**config.mk**
```make
export PLATFORM = sky130hd
export DESIGN_NAME = mhrp_port
export DESIGN_NICKNAME = d
export VERILOG_FILES = /design/src/pkg/mhrp_pkg.sv /design/src/logic/mhrp_busy_timer.sv /design/src/logic/mhrp_port.sv
export SDC_FILE = /design/constraint.sdc
export NUM_CORES = 1
export LEC_CHECK = 0
export BUFFER_PORTS_ARGS = -buffer_cell sky130_fd_sc_hd__buf_4
export CORE_AREA = 2 2 243 245
export DETAILED_ROUTE_END_ITERATION = 6
export DIE_AREA = 0 0 245 247
export MAX_ROUTING_LAYER = met4
export SETUP_SLACK_MARGIN = 0.2
export SLEW_MARGIN = 20
export SYNTH_ARGS = -nofsm -noshare
export SYNTH_HDL_FRONTEND = slang
export SYNTH_HIERARCHICAL = 1
export SYNTH_SLANG_ARGS = --single-unit
```
**constraint.sdc**
```tcl
create_clock -name i_clk -period 4.9 [get_ports i_clk]
set_input_delay 1.47 -clock i_clk [delete_from_list [all_inputs] [get_ports i_clk]]
set_output_delay 1.47 -clock i_clk [all_outputs]
set_load 0.05 [all_outputs]
```
**src/pkg/mhrp_pkg.sv**
```systemverilog
// constants and types for the motion host register port
package mhrp_pkg;
    localparam int MHRP_CLK_MHZ = 100;
    localparam int MHRP_BUSY_NS = 250;
    localparam int MHRP_BUSY_CYC = (MHRP_BUSY_NS * MHRP_CLK_MHZ) / 1000;
    localparam int MHRP_RESET_BUSY_NS = 875;
    localparam int MHRP_RESET_BUSY_CYC = (MHRP_RESET_BUSY_NS * MHRP_CLK_MHZ) / 1000;
    localparam logic [2:0] MHRP_SLOT_CMD = 3'h0;
    localparam logic [2:0] MHRP_SLOT_MAIN_STATUS = 3'h0;
    localparam logic [2:0] MHRP_SLOT_AXIS_STATUS_FIRST = 3'h1;
    localparam logic [2:0] MHRP_SLOT_AXIS_ERROR_HOME = 3'h2;
    localparam logic [2:0] MHRP_SLOT_AXIS_INT_CAUSE = 3'h3;
    localparam logic [2:0] MHRP_SLOT_INPUT_FIRST = 3'h4;
    localparam logic [2:0] MHRP_SLOT_INPUT_SECOND = 3'h5;
    localparam logic [2:0] MHRP_SLOT_DATA_LOW = 3'h6;
    localparam logic [2:0] MHRP_SLOT_DATA_HIGH = 3'h7;
    localparam int MHRP_CODE_LSB = 0;
    localparam int MHRP_CODE_MSB = 6;
    localparam int MHRP_AXIS_LSB = 8;
    localparam int MHRP_AXIS_MSB = 11;
    localparam int MHRP_RESET_BIT = 15;
    localparam logic [15:0] MHRP_RESET_WORD = 16'h8000;
    localparam logic [6:0] MHRP_CMD_AXIS_SELECT = 7'h1f;
    localparam logic [3:0] MHRP_AXIS_RESET = 4'h1;
    localparam logic [15:0] MHRP_MODE_RESET = 16'h0000;
    localparam logic [15:0] MHRP_WORD_RESET = 16'h0000;
    typedef enum logic [1:0] {MHRP_IDLE, MHRP_BUSY} mhrp_state_t;
endpackage

```
**src/logic/mhrp_busy_timer.sv**
```systemverilog
// busy timer holding the busy level for a loaded count of cycles
`timescale 1ns/100ps
module mhrp_busy_timer
    import mhrp_pkg::*;
(
    input wire logic i_clk,
    input wire logic i_rst,
    input wire logic i_start,
    input wire logic [7:0] i_count,
    output logic o_busy
);
    logic [7:0] cnt_q;
    logic [7:0] cnt_d;
    always_comb begin
        cnt_d = cnt_q;
        if (i_start) begin
            cnt_d = i_count;
        end else if (cnt_q != 8'h00) begin
            cnt_d = cnt_q - 8'h01;
        end
    end
    always_ff @(posedge i_clk) begin
        if (i_rst) begin
            cnt_q <= 8'h00;
        end else begin
            cnt_q <= cnt_d;
        end
    end
    assign o_busy = (cnt_q != 8'h00);
endmodule

```
**src/logic/mhrp_port.sv**
```systemverilog
// parallel host register port of a four-axis motion controller
//
// Overview of operation
// - all readable registers are 16 bits; A2..A0 pick one of eight slots
// - slot 0 read returns the main status word
// - slot 1 read returns first status word of selected axis
// - slot 2 gives selected axis errors/home state; slot 3 its interrupt causes
// - slots 4 and 5 return input pin levels of axis pairs
// - slots 6 and 7 return low and high halves of data-read value
// - per-axis registers share an address; axis-select command routes them
// - 8-bit bus: low byte at even address, high byte at odd
// - byte addresses 0..15 map onto low/high bytes of slots 0..7
// - a completed command write while not busy starts execution immediately
// - data-reading command places 32-bit value into data-read registers
// - busy held low after command write for 26 clocks (260 ns), 88 clocks (880 ns) after the reset word
// - command bits 6..0 carry the command code
// - command bits 11..8 are axis mask; reads use one assigned axis
// - command word with only bit 15 set resets the whole device
// - reset clears axis mode, output and interpolation mode registers
// - output and interpolation mode slots 4 and 5 share storage with second-axis pattern regs
`timescale 1ns/100ps
module mhrp_port
    import mhrp_pkg::*;
(
    input wire logic i_clk,
    input wire logic i_rst,
    input wire logic i_bus8,
    input wire logic [3:0] i_addr,
    input wire logic i_cs_n,
    input wire logic i_rd_n,
    input wire logic i_wr_n,
    input wire logic [15:0] i_data,
    output logic [15:0] o_data,
    output logic o_data_oe,
    output logic o_busy_active_low,
    output logic o_cmd_valid,
    output logic [6:0] o_cmd_code,
    output logic [3:0] o_cmd_axes,
    output logic o_device_reset,
    output logic [15:0] o_main_status_unused,
    input wire logic [15:0] i_main_status,
    input wire logic [63:0] i_axis_status_first,
    input wire logic [63:0] i_axis_error_home_status,
    input wire logic [63:0] i_axis_interrupt_cause,
    input wire logic [15:0] i_input_pins_first_pair,
    input wire logic [15:0] i_input_pins_second_pair,
    input wire logic i_read_load,
    input wire logic [31:0] i_read_value,
    output logic [63:0] o_axis_mode_first,
    output logic [63:0] o_axis_mode_second,
    output logic [63:0] o_axis_mode_third,
    output logic [15:0] o_output_mode,
    output logic [15:0] o_interp_mode,
    output logic [15:0] o_pattern_second_plus,
    output logic [15:0] o_pattern_second_minus,
    output logic [31:0] o_data_write
);
    logic [3:0] axis_sel_q, axis_sel_d;
    logic [63:0] mode1_q, mode1_d, mode2_q, mode2_d, mode3_q, mode3_d;
    logic [15:0] out_mode_q, out_mode_d, interp_q, interp_d;
    logic [15:0] dwl_q, dwl_d, dwh_q, dwh_d;
    logic [31:0] rdval_q, rdval_d;
    logic [7:0] cmd_hi_q, cmd_hi_d;
    logic [15:0] dout_q, dout_d;
    logic oe_q, oe_d;
    logic wr_prev_q, rd_prev_q;
    logic cmd_q, cmd_d;
    logic [15:0] cmd_word_q, cmd_word_d;
    mhrp_state_t st_q, st_d;
    logic wr_edge, rd_edge, busy, start;
    logic [2:0] slot;
    logic hi_byte;
    logic [15:0] wdata, rword;
    logic [1:0] ax_idx;
    logic [7:0] busy_count;

    assign wr_edge = !i_cs_n && !i_wr_n && wr_prev_q;
    assign rd_edge = !i_cs_n && !i_rd_n && rd_prev_q;
    assign slot = i_bus8 ? i_addr[3:1] : i_addr[2:0];
    assign hi_byte = i_bus8 & i_addr[0];

    // lowest set axis bit selects the read axis
    always_comb begin
        ax_idx = 2'd0;
        for (int k = 3; k >= 0; k--) begin
            if (axis_sel_q[k]) begin
                ax_idx = 2'(k);
            end
        end
    end

    always_comb begin
        rword = 16'h0000;
        case (slot)
            MHRP_SLOT_MAIN_STATUS: rword = i_main_status;
            MHRP_SLOT_AXIS_STATUS_FIRST: rword = i_axis_status_first[ax_idx*16 +: 16];
            MHRP_SLOT_AXIS_ERROR_HOME: rword = i_axis_error_home_status[ax_idx*16 +: 16];
            MHRP_SLOT_AXIS_INT_CAUSE: rword = i_axis_interrupt_cause[ax_idx*16 +: 16];
            MHRP_SLOT_INPUT_FIRST: rword = i_input_pins_first_pair;
            MHRP_SLOT_INPUT_SECOND: rword = i_input_pins_second_pair;
            MHRP_SLOT_DATA_LOW: rword = rdval_q[15:0];
            MHRP_SLOT_DATA_HIGH: rword = rdval_q[31:16];
            default: rword = 16'h0000;
        endcase
    end

    // merge a byte write into the addressed half of a word
    function automatic logic [15:0] merge(input logic [15:0] old, input logic [15:0] d,
                                          input logic b8, input logic hi);
        logic [15:0] r;
        r = d;
        if (b8) begin
            r = hi ? {d[7:0], old[7:0]} : {old[15:8], d[7:0]};
        end
        return r;
    endfunction

    always_comb begin
        wdata = i_data;
        axis_sel_d = axis_sel_q;
        mode1_d = mode1_q;
        mode2_d = mode2_q;
        mode3_d = mode3_q;
        out_mode_d = out_mode_q;
        interp_d = interp_q;
        dwl_d = dwl_q;
        dwh_d = dwh_q;
        cmd_hi_d = cmd_hi_q;
        cmd_d = 1'b0;
        cmd_word_d = cmd_word_q;
        rdval_d = rdval_q;
        dout_d = dout_q;
        oe_d = !i_cs_n && !i_rd_n;
        if (i_read_load) begin
            rdval_d = i_read_value;
        end
        if (rd_edge) begin
            dout_d = hi_byte ? {8'h00, rword[15:8]} : rword;
            if (i_bus8 && !hi_byte) begin
                dout_d = {8'h00, rword[7:0]};
            end
        end
        if (wr_edge) begin
            case (slot)
                MHRP_SLOT_CMD: begin
                    if (i_bus8 && hi_byte) begin
                        cmd_hi_d = i_data[7:0];
                        if (i_data[7:0] == MHRP_RESET_WORD[15:8]) begin
                            cmd_d = 1'b1;
                            cmd_word_d = MHRP_RESET_WORD;
                        end
                    end else if (o_busy_active_low) begin
                        cmd_d = 1'b1;
                        cmd_word_d = i_bus8 ? {cmd_hi_q, i_data[7:0]} : i_data;
                    end
                end
                3'h1: begin
                    for (int k = 0; k < 4; k++) begin
                        if (axis_sel_q[k]) begin
                            mode1_d[k*16 +: 16] = merge(mode1_q[k*16 +: 16], wdata,
                                                        i_bus8, hi_byte);
                        end
                    end
                end
                3'h2: begin
                    for (int k = 0; k < 4; k++) begin
                        if (axis_sel_q[k]) begin
                            mode2_d[k*16 +: 16] = merge(mode2_q[k*16 +: 16], wdata,
                                                        i_bus8, hi_byte);
                        end
                    end
                end
                3'h3: begin
                    for (int k = 0; k < 4; k++) begin
                        if (axis_sel_q[k]) begin
                            mode3_d[k*16 +: 16] = merge(mode3_q[k*16 +: 16], wdata,
                                                        i_bus8, hi_byte);
                        end
                    end
                end
                3'h4: out_mode_d = merge(out_mode_q, wdata, i_bus8, hi_byte);
                3'h5: interp_d = merge(interp_q, wdata, i_bus8, hi_byte);
                3'h6: dwl_d = merge(dwl_q, wdata, i_bus8, hi_byte);
                3'h7: dwh_d = merge(dwh_q, wdata, i_bus8, hi_byte);
                default: ;
            endcase
        end
        if (cmd_d && cmd_word_d != MHRP_RESET_WORD &&
            cmd_word_d[MHRP_CODE_MSB:MHRP_CODE_LSB] == MHRP_CMD_AXIS_SELECT) begin
            axis_sel_d = cmd_word_d[MHRP_AXIS_MSB:MHRP_AXIS_LSB];
        end
    end

    always_comb begin
        st_d = st_q;
        start = 1'b0;
        busy_count = 8'(MHRP_BUSY_CYC);
        if (cmd_q && cmd_word_q == MHRP_RESET_WORD) begin
            busy_count = 8'(MHRP_RESET_BUSY_CYC);
        end
        case (st_q)
            MHRP_IDLE: begin
                if (cmd_q) begin
                    start = 1'b1;
                    st_d = MHRP_BUSY;
                end
            end
            MHRP_BUSY: begin
                if (!busy && !cmd_q) begin
                    st_d = MHRP_IDLE;
                end
            end
            default: st_d = MHRP_IDLE;
        endcase
    end

    mhrp_busy_timer u_busy (
        .i_clk(i_clk),
        .i_rst(i_rst),
        .i_start(start),
        .i_count(busy_count),
        .o_busy(busy)
    );

    always_ff @(posedge i_clk) begin
        if (i_rst || o_device_reset) begin
            axis_sel_q <= MHRP_AXIS_RESET;
            mode1_q <= {4{MHRP_MODE_RESET}};
            mode2_q <= {4{MHRP_MODE_RESET}};
            mode3_q <= {4{MHRP_MODE_RESET}};
            out_mode_q <= MHRP_MODE_RESET;
            interp_q <= MHRP_MODE_RESET;
            dwl_q <= MHRP_WORD_RESET;
            dwh_q <= MHRP_WORD_RESET;
            rdval_q <= {2{MHRP_WORD_RESET}};
            cmd_hi_q <= 8'h00;
            cmd_q <= 1'b0;
            cmd_word_q <= MHRP_WORD_RESET;
            st_q <= MHRP_IDLE;
        end else begin
            axis_sel_q <= axis_sel_d;
            mode1_q <= mode1_d;
            mode2_q <= mode2_d;
            mode3_q <= mode3_d;
            out_mode_q <= out_mode_d;
            interp_q <= interp_d;
            dwl_q <= dwl_d;
            dwh_q <= dwh_d;
            rdval_q <= rdval_d;
            cmd_hi_q <= cmd_hi_d;
            cmd_q <= cmd_d;
            cmd_word_q <= cmd_word_d;
            st_q <= st_d;
        end
    end

    always_ff @(posedge i_clk) begin
        if (i_rst) begin
            dout_q <= MHRP_WORD_RESET;
            oe_q <= 1'b0;
            wr_prev_q <= 1'b1;
            rd_prev_q <= 1'b1;
        end else begin
            dout_q <= dout_d;
            oe_q <= oe_d;
            wr_prev_q <= i_cs_n | i_wr_n;
            rd_prev_q <= i_cs_n | i_rd_n;
        end
    end

    assign o_device_reset = cmd_q && (cmd_word_q == MHRP_RESET_WORD);
    assign o_cmd_valid = cmd_q && (cmd_word_q != MHRP_RESET_WORD);
    assign o_cmd_code = cmd_word_q[MHRP_CODE_MSB:MHRP_CODE_LSB];
    assign o_cmd_axes = cmd_word_q[MHRP_AXIS_MSB:MHRP_AXIS_LSB];
    assign o_busy_active_low = !(busy || cmd_q);
    assign o_data = dout_q;
    assign o_data_oe = oe_q;
    assign o_main_status_unused = MHRP_WORD_RESET;
    assign o_axis_mode_first = mode1_q;
    assign o_axis_mode_second = mode2_q;
    assign o_axis_mode_third = mode3_q;
    assign o_output_mode = out_mode_q;
    assign o_interp_mode = interp_q;
    assign o_pattern_second_plus = out_mode_q;
    assign o_pattern_second_minus = interp_q;
    assign o_data_write = {dwh_q, dwl_q};
endmodule

```
## Word level (Yosys, flattened, before mapping)

Index checks and enable logic that the tools add are counted.

- Register bits after elaboration: 346
- Input bits: 299
- Output and inout port bits: 335
- Logic and storage cells: 154

- Add/subtract/negate cells: 1
- Equal/unequal tests: 17
- Shift-type cells: 3
- Multiplexer cells: 29
- Bitwise gates (word level): 3
- Reduce and logical (&&, ||, !) cells: 58

Operators by type and width:

| cell | number |
|---|---|
| variable part select 64 x 7 -> 16 bit | 3 |
| 2-to-1 mux 16 bit | 10 |
| one-hot mux 16 bit (8 select lines) | 1 |
| AND reduction 4 bit | 24 |
| inequality test 16 bit (second input constant) | 2 |
| AND reduction 3 bit | 9 |
| equality test 16 bit (second input constant) | 1 |
| 2-to-1 mux 8 bit | 2 |
| equality test 3 bit (second input constant) | 4 |
| 2-to-1 mux 2 bit | 6 |
| logical AND 1 bit | 11 |
| equality test 8 bit (second input constant) | 1 |
| nonzero test 8 bit | 1 |
| subtractor 8 x 1 -> 8 bit (second input constant) | 1 |
| equality test 7 x 5 -> 1 bit (second input constant) | 1 |
| zero test 1 bit | 7 |
| 2-to-1 mux 1 bit | 7 |
| 2-to-1 mux 7 bit | 1 |
| equality test 3 x 2 -> 1 bit (second input constant) | 2 |
| inequality test 2 bit (second input constant) | 3 |
| one-hot mux 2 bit (2 select lines) | 1 |
| equality test 3 x 1 -> 1 bit (second input constant) | 1 |
| zero test 3 bit | 1 |
| 2-to-1 mux 3 bit | 1 |
| 8 further kinds | 10 |

## Longest topological paths before layout

- Depth in word-level cells: 9
- Mapped depth: 11
- Gate-level depth less buffers: 10

## Modules after synthesis

The synthesis kept the hierarchy.

By module, submodules not included:

| module | instances | cells each | area an instance (µm²) | sequential area each (µm²) |
|---|---|---|---|---|
| mhrp_port | 1 | 1666 | 15403.5 | 6746.5 |
| mhrp_busy_timer | 1 | 54 | 479.2 | 160.2 |

## Worst setup path after synthesis

OpenSTA, ideal clock, no wires.

- Path kind: reg2out
- Start point: register u_busy.cnt_q[4]
- End point: output port o_busy_active_low
- Arrival: 2104 ps
- Data required time: 3430 ps
- Setup slack: 1326 ps
- Stages on the path, launching flop included: 7
- Path buffers: 1
- Cells stage by stage: dfxtp_1 > or4_4 > nor4b_4 > inv_2 > or2_2 > clkbuf_1 > inv_1

- Longest elaborated chain between the ends: 3

RTL lines:

| element | RTL line | RTL |
|---|---|---|
| start, declared | mhrp_busy_timer.sv:12 | `logic [7:0] cnt_q;` |
| start signal, assigned | mhrp_busy_timer.sv:26 | `cnt_q <= cnt_d;` |
| nonzero test 8 bit | mhrp_busy_timer.sv:29 | `assign o_busy = (cnt_q != 8'h00);` |
| net busy | mhrp_port.sv:70 | `logic wr_edge, rd_edge, busy, start;` |
| logical OR 1 bit | mhrp_port.sv:275 | `assign o_busy_active_low = !(busy \|\| cmd_q);` |
| zero test 1 bit | mhrp_port.sv:275 |  |
| end, declared | mhrp_port.sv:35 | `output logic o_busy_active_low,` |

The timed path passes the listed nets, and every way through them passes these cells.

## Final worst setup path

Same ends and word-level chain as after synthesis.

==> summary.md <==
| Metric | Value |
|---|---|
| Clock Sinks | 345 |
| Number of flops mapped to enable cells by yosys | 0 |
| Initial DRC Count | 1,141 |
| Unique cell type count in the Yosys netlist | 85 |
| # DRC | 0 |
| Final worst slack | 0.6601 ns |
| Peak supply drop | 0.0002798 V |
| Hold path start | dwh_q[5] |
| Worst r2r src | axis_sel_q[2] |
| Power Internal | 5.211 mW |
| DR vias | 15,210 |
| Sequential power share | 0.406 |
| Tot Pwr | 7.219 mW |
| Combinational share of power | 0.159 |
| Sequential-to-total area share from yosys stat | 0.4349 |
| Grt ovf | 0 |
| Max cap viols | 0 |
| Crit share post-route | 0.8653 |
| DIE HEIGHT | 247 um |
| Final setup viols | 0 |
| Reg-to-Reg End | o_data[1] |
| Max Freq | 0.2359 GHz |
| Register-to-register setup slack | 1.47 ns |
| Avg WL per Cell | 23.65 um |
| Post-DRT Antenna Nets | 0 |
| Place WS | 0.7019 ns |
| Full die area | 60,520 sq um |
| IO Count | 634 |
| Synth-to-Final Area Change | 39.89% |
| #FFs+latches synth | 345 |
| Post-cts sizing count | 0 |
| Row cnt | 89 |
| Cell count after synthesis | 1,720 |
| Port Buf Inserts | 617 |
| Post-Route WL | 72,030 um |
| Commonest non-fill, non-tap cell in the layout | buf_4 |
| Nets | 2,538 |
| Hold Path End | dwh_q[5] |
| Critical Path RT | 3.43 ns |
| Initial antenna violation count | 7 |
| Starting Density | 0.2727 |
| Share of layout cells above drive strength 1 | 0.3623 |
| Worst Hold Depth | 2 |
| YS warnings | 6 |
| Critical path class | reg -> out |
| Syn Area/Cell | 9.234 sq um |
| CTS tree | built |
| Dpl cell area | 20,830 sq um |
| RSZ-0062 raised after global routing | no |
| Post-CTS setup buffer count | 0 |
| DP HPWL | 55,470 um |
| TritonCTS buffer count | 41 |
| Synthesized area | 15,880 sq um |
| NetSw | 2.009 mW |
| PD cells | 324.9 nW/um^2 |
| Switching share of power | 0.2782 |
| Ys flop type | dfxtp_1 |
| Leak | 9.875 nW |
| Die width | 245 um |
| Crit Path Max Fanout | 7 |
| Worst Hold Class | reg -> reg |
| Final slew viol count | 0 |
| Largest net degree at the start of global routing | 95 |
| CTS max path bufs | 3 |
| H-tree levels | 2 |
| Hold Vio Cnt, Final | 0 |
| Overall routing resource usage | 0.2358 |
| Startpoint types | flip-flop |
| Least-Margin Pin Slew | 0.9645 ns |
| Crit end category | primary output |
| First-pass GRT wire length | 102,100 um |
| Vias in the first global route | 14,680 |
| Post-Route Setup TNS | 0 ns |
| Root Buffer | clkbuf_16 |
| Clk slew on worst S/H paths | 0.06 ns |
| DRT Pass-1 Iters | 5 |
| Fin Clk Skew | 0.01538 ns |
| Core area | 58,240 sq um |
| Minimum clock period | 4.240 ns |
| Most frequent cells in the layout | buf_4 (648), dfxtp_1 (345), nor2_1 (329), mux2i_1 (163), a211oi_1 (142) |
| Crit path DAT | 2.77 ns |
| GPL Wtd Cong | 0.9961 |
| Util after Layout | 0.3815 |
| Clk pwr share | 0.435 |
| Final instance area | 22,220 sq um |
| R2R cell count | 7 |
| Status | completed |
| Clock Latency Late Sink | 0.56 ns |
| Via/cell ratio | 4.992 |
| Async SR Flop Fraction | 0 |
| Relative slew slack | 0.3570 |
| Post-cts hold buffer count | 0 |
==> cells by family (layout without fill, tap and decap cells) <==
logic type	after synthesis	count (layout)	synth area share
buffers and inverters	218	746	0.07350
AND/OR/NAND/NOR	603	603	0.1789
adder cells (fa/ha/maj)	2	2	0.001575
other	2	27	0.0004728
flip-flops	345	345	0.4349
AO/OA/AOI/OAI	339	339	0.1557
XOR/XNOR	4	4	0.002206
multiplexers	207	207	0.1527
==> stage by stage <==
step                std cells  hold WS [ns]
floorplan                1738        0.4420
global placement         2967        0.4431
detailed placement       2967        0.4519
CTS                      3039        0.4661
global route             3046        0.4796
finish                   3046        0.4597
==> how the worst max path moves through the flow <==
stage	slack (ns)	endpoint	start
6_report	0.66	o_busy_active_low	u_busy/cnt_q[4]
5_1_grt	0.54	o_busy_active_low	u_busy/cnt_q[4]
4_1_cts	0.63	o_busy_active_low	u_busy/cnt_q[4]
3_5_place_dp	0.70	o_data[1]	i_bus8
3_3_place_gp	0.77	o_data[1]	i_bus8
2_1_floorplan	1.33	o_busy_active_low	u_busy/cnt_q[4]
==> cell type report <==
type                    count  area (sq um)
clock inverters            22         272.8
fillers                  5881         36020
clock buffers              50          1100
multi-input cells        1175          7926
well taps                 773         967.2
diodes                      7         17.52
inverters                  22         82.58
repair buffers            652          4945
flip-flops and latches    345          6907
==> worst max-delay path: stages, from the launching register on <==
cell	delay, ns
dfxtp_1	0.33
or4_4	0.57
nor4b_4	0.41
inv_2	0.13
or2_2	0.38
inv_1	0.12
buf_4	0.25
==> state kept, by name, summed over array words and instances (netlist names), 4 cells and up <==
register	count
axis_sel_q	4
cmd_hi_q	8
cmd_word_q	16
dwh_q	16
dwl_q	16
o_axis_mode_first	64
o_axis_mode_second	64
o_axis_mode_third	64
o_data	16
o_interp_mode	16
o_output_mode	16
rdval_q	32
u_busy/cnt_q	8
==> synthesized netlist by cell type (all sizes together), types with 3 or more instances <==
cell type  number  area, sq um
a32o            5        50.05
and2            9        56.30
nor3            7        40.04
buf           119        795.8
o2111ai         7        61.31
a21o           10        75.07
or3             5        31.28
a41o            3        30.03
mux4           24        540.5
or4             5        42.54
and3            4        25.02
nand2         101        379.1
nand2b         12        82.58
o31ai           7        57.55
o32ai           6        52.55
and3b           3        26.28
o211ai         14        110.1
mux2           17        195.2
nor2b          25        158.9
clkbuf         77        289.0
a31oi          10        62.56
a22o            4        35.03
nor4b           4        50.05
mux2i         166         1690
a32oi           3        26.28
a211oi        142         1066
nand3          38        250.2
dfxtp         345         6907
nor2          342         1334
o21bai          5        37.54
inv            22        82.58
or2             7        46.30
a311oi          3        26.28
a21oi          55        279.0
nand4           3        18.77
a22oi          14        105.1
nor4           13        96.34
nor3b          20        155.1
o21ai          21        108.9
a221oi         15        131.4
==> power by group through the flow <==
stage | clock [mW] | combinational (mW) | sequential (mW)
floorplan | 0 | 0.620 | 3.04
global placement | 0 | 1.12 | 2.99
detailed placement | 0 | 1.14 | 2.99
CTS | 3.22 | 1.14 | 2.93
global route | 3.32 | 1.22 | 2.94
finish | 3.14 | 1.15 | 2.93
==> metal layers <==
metal	vias up	global-route usage	routed length [um]
met2	603	0.3613	32620
met3	90	0.05785	5980
li1	7095	-	-
met5	-	-	0
met4	0	0.05380	1396
met1	7417	0.3129	32030
Note: power is estimated with default switching activity, not from simulation.
